`src/hdl/can_stat_pkg.sv`:
```
package can_stat_pkg;

  // Register byte offsets and word indices; each register takes one aligned 32-bit word
  localparam logic [7:0] TX_STATUS_OFS     = 8'h08;
  localparam logic [7:0] TX_PRIORITY_OFS   = 8'h0C;
  localparam logic [7:0] RX_QUEUE_CTRL_OFS = 8'h10;
  localparam logic [7:0] IRQ_ENABLE_OFS    = 8'h14;
  localparam logic [7:0] DIAGNOSTIC_OFS    = 8'h18;
  localparam logic [7:0] PAGE_SELECT_OFS   = 8'h1C;
  localparam logic [7:0] ERROR_STATUS_OFS  = 8'h20;
  localparam logic [7:0] TX_STATUS_IDX     = 8'h02;
  localparam logic [7:0] TX_PRIORITY_IDX   = 8'h03;
  localparam logic [7:0] RX_QUEUE_IDX      = 8'h04;
  localparam logic [7:0] IRQ_ENABLE_IDX    = 8'h05;
  localparam logic [7:0] DIAGNOSTIC_IDX    = 8'h06;
  localparam logic [7:0] PAGE_SELECT_IDX   = 8'h07;

  // Field positions
  localparam int TXOK_LSB     = 4;
  localparam int LOW_LSB      = 5;
  localparam int EMPTY_LSB    = 2;
  localparam int RELEASE_BIT  = 5;
  localparam int OVERRUN_BIT  = 4;
  localparam int FULL_BIT     = 3;
  localparam int WAKE_EN_BIT  = 7;
  localparam int OVR_EN_BIT   = 3;
  localparam int FULL_EN_BIT  = 2;
  localparam int PEND_EN_BIT  = 1;
  localparam int TXE_EN_BIT   = 0;
  localparam int MB2_EN_BIT   = 4;
  localparam int RX_LIVE_BIT  = 3;
  localparam int SAMPLE_BIT   = 2;
  localparam int SILENT_BIT   = 1;
  localparam int LOOP_BIT     = 0;
  localparam int ERR_CODE_LSB = 4;
  localparam int BUS_OFF_BIT  = 2;
  localparam int EPV_BIT      = 1;
  localparam int EWG_BIT      = 0;

  // Writable masks (reserved bits ignored)
  localparam logic [7:0] IER_MASK  = 8'h8F;
  localparam logic [7:0] DIAG_MASK = 8'h13;
  localparam logic [7:0] PAGE_MASK = 8'h07;

  // Reset values
  localparam logic [7:0] IER_RESET   = 8'h00;
  localparam logic [7:0] DIAG_RESET  = 8'h00;
  localparam logic [7:0] PAGE_RESET  = 8'h00;

  // Queue and error limits
  localparam logic [1:0] QUEUE_DEPTH   = 2'h3;
  localparam logic [8:0] WARN_LIMIT    = 9'h060;
  localparam logic [8:0] PASSIVE_LIMIT = 9'h07F;
  localparam logic [8:0] BUSOFF_LIMIT  = 9'h0FF;
  localparam logic [2:0] CODE_NONE     = 3'h0;
  localparam logic [2:0] CODE_SW       = 3'h7;

  localparam logic [1:0] RESP_OKAY   = 2'h0;
  localparam logic [1:0] RESP_SLVERR = 2'h2;

  typedef struct packed {
    logic [2:0] req_new;
    logic [2:0] done_ok;
    logic [2:0] done_any;
    logic [2:0] pending;
    logic [5:0] rank;
  } tx_events_t;

  typedef struct packed {
    logic       store;
    logic       arrive;
    logic       ok_frame;
    logic       err_valid;
    logic [2:0] err_code;
  } rx_events_t;

endpackage : can_stat_pkg

```
`src/hdl/can_status_fifo_diag_regs.sv`:
```
// How it works
// [RL1] Successful mailbox transmission sets that mailbox's success flag.
// [RL2] Success flag clears on new request or software clear of request-done.
// [RL3] Request-done sets when transmit or abort finishes; software writes one to clear.
// [RL4] Lowest-priority flags only with two or more pending; the lowest-ranked one.
// [RL5] Empty flag reads one while no request pends for that mailbox.
// [RL6] Third-mailbox enable zero: two mailboxes, its empty flag and code MSB zero.
// [RL7] Code field gives next free mailbox, else lowest-priority mailbox.
// [RL8] Release bit frees output slot; ignored when empty; cleared when done.
// [RL9] Overrun flag sets on accepted message while full; write one clears.
// [RL10] Full flag sets at three held; clears on write one or release.
// [RL11] Pending count rises on store, falls on completed release.
// [RL12] Wake, overrun, full, request-done flags interrupt when enabled.
// [RL13] Pending interrupt only on count moving from zero to one.
// [RL14] Diagnostic shows live receive pin and last sample value.
// [RL15] Silent and loopback select bits, independent, zero means normal.
// [RL16] Three-bit page selector picks mailbox, filter, config or queue page.
// [RL17] Last-error code holds latest bus error type, codes one to six.
// [RL18] Error-free transfer clears code; software may write seven.
// [RL19] Bus-off flag when transmit error count exceeds 255.
// [RL20] Error-passive flag when either count exceeds 127.
// [RL21] Error-warning flag when either count exceeds 96.
// [RL22] Wake flag interrupts only when wake enable is set.
// [RL23] Reserved bits read zero, writes to them ignored.
module can_status_fifo_diag_regs (
  input  wire logic                     MCLK,
  input  wire logic                     RST_N,
  input  wire logic [7:0]               AWADDR,
  input  wire logic                     AWVALID,
  output logic                          AWREADY,
  input  wire logic [31:0]              WDATA,
  input  wire logic [3:0]               WSTRB,
  input  wire logic                     WVALID,
  output logic                          WREADY,
  output logic [1:0]                    BRESP,
  output logic                          BVALID,
  input  wire logic                     BREADY,
  input  wire logic [7:0]               ARADDR,
  input  wire logic                     ARVALID,
  output logic                          ARREADY,
  output logic [31:0]                   RDATA,
  output logic [1:0]                    RRESP,
  output logic                          RVALID,
  input  wire logic                     RREADY,
  input  wire can_stat_pkg::tx_events_t TX_EV,
  input  wire can_stat_pkg::rx_events_t RX_EV,
  input  wire logic                     WAKE_EVENT,
  input  wire logic [7:0]               TX_ERR_COUNT,
  input  wire logic [7:0]               RX_ERR_COUNT,
  input  wire logic                     TX_ERR_OVERFLOW,
  input  wire logic                     RX_PIN,
  input  wire logic                     SAMPLE_BIT_IN,
  output logic                          RELEASE_DONE,
  output logic                          THIRD_MB_EN,
  output logic                          SILENT_MODE,
  output logic                          LOOPBACK_MODE,
  output logic [2:0]                    PAGE_SEL,
  output logic                          IRQ_STATUS,
  output logic                          IRQ_TX,
  output logic                          IRQ_RX
);

  logic [2:0] tx_ok_r;
  logic [2:0] req_done_r;
  logic       release_r;
  logic       overrun_r;
  logic       full_r;
  logic [1:0] pending_count_r;
  logic [7:0] irq_en_r;
  logic [7:0] diag_r;
  logic [2:0] page_sel_r;
  logic [2:0] err_code_r;
  logic       wake_flag_r;
  logic       pend_irq_r;

  logic       aw_held_r;
  logic       w_held_r;
  logic [7:0] aw_addr_r;
  logic [7:0] w_data_r;
  logic       w_lane_r;
  logic       rvalid_r;
  logic       bvalid_r;

  logic       wr_fire;
  logic [7:0] wr_byte;
  logic [2:0] mb_mask;
  logic [2:0] pend_eff;
  logic [2:0] empty_mb;
  logic [2:0] lowest;
  logic [1:0] code;
  logic       release_fire;
  logic [1:0] count_nxt;
  logic [7:0] tpr_val;

  function automatic logic wr_hit(input logic [7:0] addr, input logic [7:0] ofs);
    wr_hit = (addr == ofs);
  endfunction : wr_hit

  // Error status sits one word above the page select register
  function automatic logic mapped(input logic [7:0] addr);
    mapped = wr_hit(addr, can_stat_pkg::TX_STATUS_OFS) || wr_hit(addr, can_stat_pkg::TX_PRIORITY_OFS)
          || wr_hit(addr, can_stat_pkg::RX_QUEUE_CTRL_OFS) || wr_hit(addr, can_stat_pkg::IRQ_ENABLE_OFS)
          || wr_hit(addr, can_stat_pkg::DIAGNOSTIC_OFS) || wr_hit(addr, can_stat_pkg::PAGE_SELECT_OFS)
          || wr_hit(addr, can_stat_pkg::ERROR_STATUS_OFS);
  endfunction : mapped

  // AXI4-Lite write: address and data taken independently, response after both
  assign AWREADY = !aw_held_r && !bvalid_r;
  assign WREADY  = !w_held_r && !bvalid_r;
  assign wr_fire = aw_held_r && w_held_r && !bvalid_r;
  assign wr_byte = w_lane_r ? w_data_r : 8'h00;
  assign BVALID  = bvalid_r;

  always_ff @(posedge MCLK) begin
    if (!RST_N) begin
      aw_held_r <= 1'b0;
      w_held_r  <= 1'b0;
      aw_addr_r <= 8'h00;
      w_data_r  <= 8'h00;
      w_lane_r  <= 1'b0;
      bvalid_r  <= 1'b0;
      BRESP     <= can_stat_pkg::RESP_OKAY;
    end else begin
      if (AWVALID && AWREADY) begin
        aw_held_r <= 1'b1;
        aw_addr_r <= AWADDR;
      end
      if (WVALID && WREADY) begin
        w_held_r <= 1'b1;
        w_data_r <= WDATA[7:0];
        w_lane_r <= WSTRB[0];
      end
      if (wr_fire) begin
        aw_held_r <= 1'b0;
        w_held_r  <= 1'b0;
        bvalid_r  <= 1'b1;
        BRESP     <= mapped(aw_addr_r) ? can_stat_pkg::RESP_OKAY : can_stat_pkg::RESP_SLVERR;
      end else if (bvalid_r && BREADY) begin
        bvalid_r <= 1'b0;
      end
    end
  end

  function automatic logic wr_to(input logic [7:0] ofs);
    wr_to = wr_fire && (aw_addr_r == ofs);
  endfunction : wr_to

  // Mailbox availability
  assign THIRD_MB_EN = diag_r[can_stat_pkg::MB2_EN_BIT];
  assign mb_mask     = {THIRD_MB_EN, 2'b11};
  assign pend_eff    = TX_EV.pending & mb_mask;
  assign empty_mb    = ~TX_EV.pending & mb_mask; // RL5 RL6

  // Lowest-priority flags need at least two pending mailboxes
  always_comb begin
    lowest = 3'b000;
    if ($countones(pend_eff) > 1) begin // RL4
      for (int i = 0; i < 3; i++) begin
        if (pend_eff[i] && TX_EV.rank[2*i +: 2] == 2'd2 - {1'b0, !THIRD_MB_EN}) begin
          lowest[i] = 1'b1;
        end
      end
    end
  end

  // Next free mailbox, else the lowest-priority one
  always_comb begin
    code = 2'd0;
    if (empty_mb[0]) begin // RL7
      code = 2'd0;
    end else if (empty_mb[1]) begin
      code = 2'd1;
    end else if (empty_mb[2]) begin
      code = 2'd2;
    end else if (lowest[1]) begin
      code = 2'd1;
    end else if (lowest[2]) begin
      code = 2'd2;
    end
    if (!THIRD_MB_EN) begin
      code[1] = 1'b0; // RL6
    end
  end

  assign tpr_val = {lowest, empty_mb, code};

  // Transmit success and request-done flags; hardware set wins over clear
  always_ff @(posedge MCLK) begin
    if (!RST_N) begin
      req_done_r <= 3'b000;
    end else begin
      for (int i = 0; i < 3; i++) begin
        if (TX_EV.done_any[i]) begin
          req_done_r[i] <= 1'b1; // RL3
        end else if (wr_to(can_stat_pkg::TX_STATUS_OFS) && wr_byte[i]) begin
          req_done_r[i] <= 1'b0; // RL3
        end
      end
    end
  end

  always_ff @(posedge MCLK) begin
    if (!RST_N) begin
      tx_ok_r <= 3'b000;
    end else begin
      for (int i = 0; i < 3; i++) begin
        if (TX_EV.done_ok[i]) begin
          tx_ok_r[i] <= 1'b1; // RL1
        end else if (TX_EV.req_new[i] || (wr_to(can_stat_pkg::TX_STATUS_OFS) && wr_byte[i])) begin
          tx_ok_r[i] <= 1'b0; // RL2
        end
      end
    end
  end

  // Receive queue: release completes one cycle after software sets the bit
  assign release_fire = release_r;
  assign RELEASE_DONE = release_r;
  assign count_nxt    = pending_count_r + (RX_EV.store ? 2'd1 : 2'd0) - (release_fire ? 2'd1 : 2'd0);

  always_ff @(posedge MCLK) begin
    if (!RST_N) begin
      release_r <= 1'b0;
    end else if (release_r) begin
      release_r <= 1'b0; // RL8
    end else if (wr_to(can_stat_pkg::RX_QUEUE_CTRL_OFS) && wr_byte[can_stat_pkg::RELEASE_BIT]
                 && pending_count_r != 2'd0) begin
      release_r <= 1'b1; // RL8
    end
  end

  always_ff @(posedge MCLK) begin
    if (!RST_N) begin
      pending_count_r <= 2'd0;
    end else begin
      pending_count_r <= count_nxt; // RL11
    end
  end

  always_ff @(posedge MCLK) begin
    if (!RST_N) begin
      overrun_r <= 1'b0;
    end else if (RX_EV.arrive && pending_count_r == can_stat_pkg::QUEUE_DEPTH) begin
      overrun_r <= 1'b1; // RL9
    end else if (wr_to(can_stat_pkg::RX_QUEUE_CTRL_OFS) && wr_byte[can_stat_pkg::OVERRUN_BIT]) begin
      overrun_r <= 1'b0;
    end
  end

  always_ff @(posedge MCLK) begin
    if (!RST_N) begin
      full_r <= 1'b0;
    end else if (RX_EV.store && count_nxt == can_stat_pkg::QUEUE_DEPTH) begin
      full_r <= 1'b1; // RL10
    end else if (release_fire || (wr_to(can_stat_pkg::RX_QUEUE_CTRL_OFS) && wr_byte[can_stat_pkg::FULL_BIT])) begin
      full_r <= 1'b0; // RL10
    end
  end

  // Only the empty-to-one step raises the pending interrupt
  always_ff @(posedge MCLK) begin
    if (!RST_N) begin
      pend_irq_r <= 1'b0;
    end else if (pending_count_r == 2'd0 && count_nxt == 2'd1) begin
      pend_irq_r <= 1'b1; // RL13
    end else if (pending_count_r == 2'd0 || release_fire) begin
      pend_irq_r <= 1'b0;
    end
  end

  // Configuration registers
  always_ff @(posedge MCLK) begin
    if (!RST_N) begin
      irq_en_r <= can_stat_pkg::IER_RESET;
    end else if (wr_to(can_stat_pkg::IRQ_ENABLE_OFS)) begin
      irq_en_r <= wr_byte & can_stat_pkg::IER_MASK; // RL23
    end
  end

  always_ff @(posedge MCLK) begin
    if (!RST_N) begin
      diag_r <= can_stat_pkg::DIAG_RESET;
    end else if (wr_to(can_stat_pkg::DIAGNOSTIC_OFS)) begin
      diag_r <= wr_byte & can_stat_pkg::DIAG_MASK; // RL15 RL23
    end
  end

  always_ff @(posedge MCLK) begin
    if (!RST_N) begin
      page_sel_r <= can_stat_pkg::PAGE_RESET[2:0];
    end else if (wr_to(can_stat_pkg::PAGE_SELECT_OFS)) begin
      page_sel_r <= wr_byte[2:0]; // RL16
    end
  end

  assign SILENT_MODE   = diag_r[can_stat_pkg::SILENT_BIT];
  assign LOOPBACK_MODE = diag_r[can_stat_pkg::LOOP_BIT];
  assign PAGE_SEL      = page_sel_r;

  // Last error code: a software write of seven stays until hardware updates it
  always_ff @(posedge MCLK) begin
    if (!RST_N) begin
      err_code_r <= can_stat_pkg::CODE_NONE;
    end else if (RX_EV.err_valid && RX_EV.err_code != can_stat_pkg::CODE_NONE
                 && RX_EV.err_code != can_stat_pkg::CODE_SW) begin
      err_code_r <= RX_EV.err_code; // RL17
    end else if (RX_EV.ok_frame) begin
      err_code_r <= can_stat_pkg::CODE_NONE; // RL18
    end else if (wr_to(can_stat_pkg::ERROR_STATUS_OFS)) begin
      err_code_r <= wr_byte[6:4]; // RL18
    end
  end

  always_ff @(posedge MCLK) begin
    if (!RST_N) begin
      wake_flag_r <= 1'b0;
    end else if (WAKE_EVENT) begin
      wake_flag_r <= 1'b1;
    end else if (wr_to(can_stat_pkg::ERROR_STATUS_OFS) && wr_byte[7]) begin
      wake_flag_r <= 1'b0;
    end
  end

  logic bus_off;
  logic err_passive;
  logic err_warning;
  assign bus_off     = TX_ERR_OVERFLOW || ({1'b0, TX_ERR_COUNT} > can_stat_pkg::BUSOFF_LIMIT); // RL19
  assign err_passive = ({1'b0, TX_ERR_COUNT} > can_stat_pkg::PASSIVE_LIMIT)
                    || ({1'b0, RX_ERR_COUNT} > can_stat_pkg::PASSIVE_LIMIT); // RL20
  assign err_warning = ({1'b0, TX_ERR_COUNT} > can_stat_pkg::WARN_LIMIT)
                    || ({1'b0, RX_ERR_COUNT} > can_stat_pkg::WARN_LIMIT); // RL21

  // Interrupt lines are level: they stand while flag and enable are both set
  assign IRQ_STATUS = wake_flag_r && irq_en_r[can_stat_pkg::WAKE_EN_BIT]; // RL22
  assign IRQ_TX     = (|req_done_r) && irq_en_r[can_stat_pkg::TXE_EN_BIT]; // RL12
  assign IRQ_RX     = (overrun_r && irq_en_r[can_stat_pkg::OVR_EN_BIT])
                   || (full_r && irq_en_r[can_stat_pkg::FULL_EN_BIT])
                   || (pend_irq_r && irq_en_r[can_stat_pkg::PEND_EN_BIT]); // RL12 RL13

  // Read channel
  logic [7:0] rd_byte;
  always_comb begin
    rd_byte = 8'h00;
    unique case (ARADDR)
      can_stat_pkg::TX_STATUS_OFS:     rd_byte = {1'b0, tx_ok_r, 1'b0, req_done_r}; // RL23
      can_stat_pkg::TX_PRIORITY_OFS:   rd_byte = tpr_val;
      can_stat_pkg::RX_QUEUE_CTRL_OFS: rd_byte = {2'b00, release_r, overrun_r, full_r, 1'b0, pending_count_r};
      can_stat_pkg::IRQ_ENABLE_OFS:    rd_byte = irq_en_r;
      can_stat_pkg::DIAGNOSTIC_OFS:    rd_byte = {diag_r[7:4], RX_PIN, SAMPLE_BIT_IN, diag_r[1:0]}; // RL14
      can_stat_pkg::PAGE_SELECT_OFS:   rd_byte = {5'b00000, page_sel_r};
      can_stat_pkg::ERROR_STATUS_OFS:  rd_byte = {wake_flag_r, err_code_r, 1'b0, bus_off, err_passive, err_warning};
      default:                         rd_byte = 8'h00;
    endcase
  end

  assign ARREADY = !rvalid_r;
  assign RVALID  = rvalid_r;

  always_ff @(posedge MCLK) begin
    if (!RST_N) begin
      rvalid_r <= 1'b0;
      RDATA    <= 32'h00000000;
      RRESP    <= can_stat_pkg::RESP_OKAY;
    end else if (ARVALID && ARREADY) begin
      rvalid_r <= 1'b1;
      RDATA    <= {24'h000000, rd_byte};
      RRESP    <= mapped(ARADDR) ? can_stat_pkg::RESP_OKAY : can_stat_pkg::RESP_SLVERR;
    end else if (rvalid_r && RREADY) begin
      rvalid_r <= 1'b0;
    end
  end

  a_done_sets: assert property (@(posedge MCLK) disable iff (!RST_N)
    TX_EV.done_any[0] |=> req_done_r[0]) else $error("request-done not set"); // RL3
  a_ok_clears: assert property (@(posedge MCLK) disable iff (!RST_N)
    (TX_EV.req_new[2] && !TX_EV.done_ok[2]) |=> !tx_ok_r[2]) else $error("success not cleared"); // RL2
  a_low_single: assert property (@(posedge MCLK) disable iff (!RST_N)
    ($countones(pend_eff) < 2) |-> (lowest == 3'b000)) else $error("lowest with one pending"); // RL4
  a_compat_code: assert property (@(posedge MCLK) disable iff (!RST_N)
    !THIRD_MB_EN |-> (!code[1] && !empty_mb[2])) else $error("third mailbox visible"); // RL6
  a_release_ends: assert property (@(posedge MCLK) disable iff (!RST_N)
    release_r |=> !release_r && pending_count_r == $past(count_nxt)) else $error("release stuck"); // RL8
  a_overrun_set: assert property (@(posedge MCLK) disable iff (!RST_N)
    (RX_EV.arrive && pending_count_r == 2'd3) |=> overrun_r) else $error("overrun missed"); // RL9
  a_warn_level: assert property (@(posedge MCLK) disable iff (!RST_N)
    (TX_ERR_COUNT == 8'd97) |-> err_warning) else $error("warning missed"); // RL21
  a_passive_level: assert property (@(posedge MCLK) disable iff (!RST_N)
    (RX_ERR_COUNT == 8'd127 && TX_ERR_COUNT < 8'd128) |-> !err_passive) else $error("passive early"); // RL20
  a_code_cleared: assert property (@(posedge MCLK) disable iff (!RST_N)
    (RX_EV.ok_frame && !RX_EV.err_valid) |=> err_code_r == 3'h0) else $error("code not cleared"); // RL18

endmodule : can_status_fifo_diag_regs

```
`config.mk`:
```
export PLATFORM = sky130hd
export DESIGN_NAME = can_status_fifo_diag_regs
export DESIGN_NICKNAME = d
export VERILOG_FILES = /design/src/hdl/can_stat_pkg.sv /design/src/hdl/can_status_fifo_diag_regs.sv
export SDC_FILE = /design/constraint.sdc
export NUM_CORES = 1
export LEC_CHECK = 0
export BUFFER_PORTS_ARGS = -buffer_cell sky130_fd_sc_hd__buf_2
export CORE_ASPECT_RATIO = 1.1
export CORE_MARGIN = 10
export CORE_UTILIZATION = 45
export CTS_CLUSTER_DIAMETER = 60
export DETAILED_ROUTE_END_ITERATION = 6
export GPL_TIMING_DRIVEN = 0
export PLACE_DENSITY = 0.88
export SYNTH_ARGS = -nofsm -noshare
export SYNTH_HDL_FRONTEND = slang
export SYNTH_SLANG_ARGS = --single-unit
```
`constraint.sdc`:
```
create_clock -name MCLK -period 2.64 [get_ports MCLK]
set_input_delay 0.396 -clock MCLK [delete_from_list [all_inputs] [get_ports MCLK]]
set_output_delay 0.396 -clock MCLK [all_outputs]
set_load 0.1 [all_outputs]
```
**After elaboration in Yosys (flattened, before gate mapping)**

Cells that the tools add are included.

- Bits in read-only memories: 0
- Register bits after elaboration: 60
- Memory bits (writable): 0
- Output and inout bits: 51
- Memories: 0
- Bits in latches: 0
- Logic and storage cells: 186

- Multiplexer cells: 44
- Bitwise gates (word level): 4
- Shift-type cells: 0
- Divide/modulo/power cells: 0
- Reductions and logical operators: 81
- $add $sub $neg: 5
- Multipliers: 0
- Order comparisons: 5
- Eq/ne operators: 21

Operator list:

| kind | number |
|---|---|
| == test 8 x 5 -> 1 bit (second input constant) | 8 |
| case mux 8 bit (7 select lines) | 1 |
| logical AND 1 bit | 36 |
| == test 8 x 4 -> 1 bit (second input constant) | 4 |
| greater-than comparator 8 x 7 -> 1 bit (second input constant) | 4 |
| two-way mux 1 bit | 31 |
| nonzero test 2 bit | 13 |
| logical OR 1 bit | 21 |
| == test 8 x 6 -> 1 bit (second input constant) | 2 |
| two-way mux 2 bit | 7 |
| two-way mux 3 bit | 4 |
| two-way mux 8 bit | 1 |
| AND 3 bit | 2 |
| == test 2 bit | 3 |
| nonzero test 3 bit | 2 |
| logical NOT 1 bit | 5 |
| == test 2 bit (second input constant) | 2 |
| OR reduction 2 bit | 2 |
| adder 2 x 1 -> 3 bit | 1 |
| greater-than comparator 3 x 1 -> 1 bit (second input constant) | 1 |
| != test 3 bit (second input constant) | 1 |
| NOT 3 bit | 1 |
| OR reduction 3 bit | 1 |
| adder 1 x 1 -> 2 bit | 1 |
| 6 further kinds | 6 |

**Depth between registers and ports, before layout**

- Depth in word-level cells: 13
- Gate-level depth with buffers: 9
- Depth with buffers taken out: 8

**Worst setup path before layout**

Ideal clock, no wire load.

- Kind: flip-flop to flip-flop
- Start point: register bvalid_r, in the netlist BVALID
- End point: register w_data_r[7]
- Required time: 2.564 ns
- Clock period less this slack: 2.929 ns
- Setup slack: -0.289 ns
- Library setup time: 0.076 ns
- Stages on the path, launching flop included: 6
- Arrival time: 2.853 ns
- Path through: dfxtp_1 nor2_1 and2_1 clkbuf_1 nand2_1 a21boi_0

- Word-level cells in the longest chain between the ends: 3

Ends and longest elaborated chain:

| element | line | source |
|---|---|---|
| start, declared | can_status_fifo_diag_regs.sv:82 | `logic bvalid_r;` |
| start signal, assigned | can_status_fifo_diag_regs.sv:121 | `bvalid_r <= 1'b0;` |
| start signal, assigned | can_status_fifo_diag_regs.sv:136 | `bvalid_r <= 1'b1;` |
| start signal, assigned | can_status_fifo_diag_regs.sv:139 | `bvalid_r <= 1'b0;` |
| logical NOT 1 bit | can_status_fifo_diag_regs.sv:109 | `assign WREADY = !w_held_r && !bvalid_r;` |
| logical AND 1 bit | can_status_fifo_diag_regs.sv:109 |  |
| named net WREADY | can_status_fifo_diag_regs.sv:34 | `output logic WREADY,` |
| logical AND 1 bit | can_status_fifo_diag_regs.sv:128 | `if (WVALID && WREADY) begin` |
| end signal, assigned | can_status_fifo_diag_regs.sv:130 | `w_data_r <= WDATA[7:0];` |
| end, declared | can_status_fifo_diag_regs.sv:79 | `logic [7:0] w_data_r;` |

The timed path passes the listed nets, and every way through them passes these cells.
A chain may end at the register's enable or synchronous reset.

**Final worst setup path**

- Start point: register diag_r[4]
- End point: register RDATA[1]

- Word-level cells in the longest chain between the ends: 13

Ends and longest elaborated chain:

| element | line | source |
|---|---|---|
| start, declared | can_status_fifo_diag_regs.sv:70 | `logic [7:0] diag_r;` |
| start signal, assigned | can_status_fifo_diag_regs.sv:282 | `diag_r <= can_stat_pkg::DIAG_RESET;` |
| start signal, assigned | can_status_fifo_diag_regs.sv:284 | `diag_r <= wr_byte & can_stat_pkg::DIAG_MASK;` |
| branches (longest 11 deep; another with adder 2 x 1 -> 3 bit) | n/a |  |
| two-way mux 1 bit * | can_status_fifo_diag_regs.sv:180 | `if (!THIRD_MB_EN) begin` |
| case mux 8 bit (7 select lines) * | can_status_fifo_diag_regs.sv:344 | `unique case (ARADDR)` |
| end signal, assigned | can_status_fifo_diag_regs.sv:366 | `RDATA <= {24'h000000, rd_byte};` |
| end, declared | can_status_fifo_diag_regs.sv:41 | `output logic [31:0] RDATA,` |

Mark *: on every way between the ends.

==> results_dict.tcl <==
set metrics [dict create \
    outcome "completed" \
    coreArea_mm2 0.00701 \
    yosysMostFrequentCell "nand2_1" \
    power_density_mw_per_mm2 559 \
    drt_iter0_markers 167 \
    start_kind "flop" \
    cts_tree "built" \
    slew_violations 0 \
    clockBufferDepth 2 \
    gp_routability_congestion 0.913 \
    swShare 0.348 \
    hold_path_end "w_data_r[1]$_SDFFE_PN0P_" \
    fin_nets 636 \
    grt_max_degree 11 \
    reg2reg_slack_ns 0.51 \
    synth_edf_count 0 \
    ys_ff_latch 58 \
    die_area_mm2 0.0110 \
    clkPwrFrac 0.345 \
    seq_area_frac_synth 0.360 \
    hold_buffers 0 \
    yosys.area.top_type "dfxtp_1" \
    crit_required_ns 2.91 \
    p_int_mw 1.50 \
    arrival_ns 2.39 \
    dpl_cell_area_mm2 0.00393 \
    ir_drop_v 0.000420 \
    critPathLaunch "diag_r[4]$_SDFFE_PN0P_" \
    synth_area_per_cell_um2 8.18 \
    synth_area_leaders "dfxtp_1 (36%), nand2_1 (7.5%), buf_4 (6.5%)" \
    endpoint_kind "flop" \
    p_leak_nw 1.89 \
    pin_count 155 \
    setup_tns_ns 0 \
    synth_common_cells "nand2_1 (64), dfxtp_1 (58), a21oi_1 (29)" \
    postCtsSetupBuffers 0 \
    r2r.worst_path.cells 9 \
    cts_root_buf "clkbuf_8" \
    fmax_ghz 0.470 \
    p_sw_mw 0.799 \
    antenna_found_initial 0 \
    fp.dieW_um 101 \
    netlist_area_mm2 0.00322 \
    areaGrowthSynthToFinish_pct 27.5 \
    cts_resized 0 \
    fin_skew_ns 0.00859 \
    start_util 0.460 \
    setup_viol 0 \
    rows 32 \
    die_h_um 109 \
    crit_top_cell "a21oi_1" \
    combPwrFrac 0.237 \
    drive_above_1_share 0.307 \
    drv_cap 0 \
    rsz0062_at_grt "no" \
    cts_buffers 9 \
    reg2reg_from "diag_r[4]$_SDFFE_PN0P_" \
    clkSlewWorstSetupHoldPaths_ns 0.07 \
    yosysWarnings 0 \
    max_stage_delay_ns 0.47 \
    regToRegEndpoint "RDATA[1]$_SDFFE_PN0P_" \
    n_fill_cell 625 \
    post-route-min-period_ns 2.13 \
    cp_max_fo 8 \
    grt_pass1_vias 3275 \
    hold_viol 0 \
    drt_wl_total_um 10400 \
    ys_types 64 \
    clock_sinks 58 \
    final_core_util 0.587 \
    holdPathStages 3 \
    num_vias 3287 \
    final_area_mm2 0.00411 \
    vias_per_cell 5.31 \
    route.detailed.drc 0 \
    worst-path-buf-inv 2 \
    grt_pass1_wl_um 16100 \
    path_delay_family "simple AND/OR/NAND/NOR gates" \
    crit_slowest_cell "or3b_2" \
    wire_per_inst_um 16.8 \
    h-tree-depth 3 \
    hold_path.class "primary input to flop" \
    crit_type "flop to flop" \
    synthArstFlopShare 0 \
    syn_inst 394 \
    path_cells "clkbuf_1, nand2_1, inv_1, ha_1, a21oi_1, or3b_2, a21oi_1, nand3_1, a41oi_1" \
    detail-route-antenna-nets 0 \
    hp-start "WDATA[1]" \
    io_buffer_count 99 \
    overflow 0 \
    drt_pass1_iterations 4 \
    post-route-period-util 0.806 \
    place_hpwl_um 8480 \
    grt_use_total 0.180 \
    worst_slew_pin_slew_ns 0.598 \
    ys.flop_type "dfxtp_1" \
    seq_power_share 0.418 \
    synth_top_cell_area_share 0.360 \
    slew-limit-headroom 0.599 \
    num_antenna_cells 0 \
    clk_latency_ns 0.35 \
]
## routing by layer
layer | share of wire | up-vias | global-route usage
li1 | - | 1615 | -
met1 | 0.39 | 1488 | 0.201
met2 | 0.48 | 168 | 0.310
met3 | 0.11 | 16 | 0.0627
met4 | 0.014 | 0 | 0.0677
met5 | 0 | - | 0
## power by group through the flow
stage | Combinational (mW) | Clock, mW | Sequential [mW]
3_3_place_gp | 0.530 | 0 | 0.975
6_report | 0.544 | 0.793 | 0.961
2_1_floorplan | 0.385 | 0 | 1.00
5_1_grt | 0.580 | 0.830 | 0.966
4_1_cts | 0.541 | 0.797 | 0.960
3_5_place_dp | 0.539 | 0 | 0.979
## worst reg2reg max path, delay by kind of cell (launching register included)
family	cells	cell delay [ns]
AND/OR/NAND/NOR	3	0.70
AO/OA/AOI/OAI	3	0.47
buffers and inverters	2	0.41
flip-flops	1	0.33
adder cells (fa/ha/maj)	1	0.14
## worst max-delay path by stage
stage | endpoint | cells after the start
final | RDATA[1]$_SDFFE_PN0P_ | 9
after floorplan | RDATA[1]$_SDFFE_PN0P_ | 9
after global placement | RDATA[1]$_SDFFE_PN0P_ | 9
after global routing | RDATA[1]$_SDFFE_PN0P_ | 9
after CTS | RDATA[1]$_SDFFE_PN0P_ | 9
after detailed placement | RDATA[1]$_SDFFE_PN0P_ | 9
## cells in the final DEF, fill, tap and decap left out, types with 5 or more instances in the layout
master	n
buf_2	100
o21ai_1	11
nand2_1	64
nor2b_1	19
a21boi_0	8
dfxtp_1	58
a31oi_1	12
a21oi_1	29
buf_4	28
clkbuf_1	9
mux2i_1	10
conb_1	26
inv_1	11
clkbuf_8	9
nand3_1	17
nand4_1	5
a21boi_1	5
and2_1	10
nor2_1	18
## registers in the layout (all words and copies together) (netlist names)
signal and count:
w_held_r 1, pend_irq_r 1, RDATA 8, err_code_r 3, irq_en_r 5, BRESP 1, diag_r 3, BVALID 1
RVALID 1, PAGE_SEL 3, aw_addr_r 8, RELEASE_DONE 1, aw_held_r 1, overrun_r 1, tx_ok_r 3, wake_flag_r 1
full_r 1, req_done_r 3, w_data_r 8, RRESP 1, w_lane_r 1, pending_count_r 2
## logic make-up after synthesis
group,Yosys count,share of synthesized area
adder cells (fa/ha/maj),3,0.0116
multiplexers,12,0.0380
other,1,0.00116
buffers and inverters,51,0.0974
AO/OA/AOI/OAI,89,0.176
XOR/XNOR,2,0.00543
AND/OR/NAND/NOR,178,0.310
flip-flops,58,0.360
## layout make-up
class | instances | area (um^2) | share of cell area
tap | 85 | 106 | 0.0259
clock inverter | 6 | 57.6 | 0.0140
sequential | 58 | 1160 | 0.282
clock buffer | 10 | 128 | 0.0311
timing repair buffer | 99 | 495 | 0.121
inverter | 11 | 41.3 | 0.0100
buffer | 40 | 273 | 0.0664
multi-input combinational | 310 | 1850 | 0.450
## through the flow
step	setup slack [ns]	total power, mW	hold slack, ns	instances
3_3_place_gp	0.542	1.51	0.439	603
2_1_floorplan	0.126	1.39	0.432	419
4_1_cts	0.540	2.30	0.281	619
3_5_place_dp	0.564	1.52	0.443	603
6_report	0.513	2.30	0.288	619
5_1_grt	0.390	2.38	0.299	619
No activity file was read; power rests on OpenSTA's default activity.
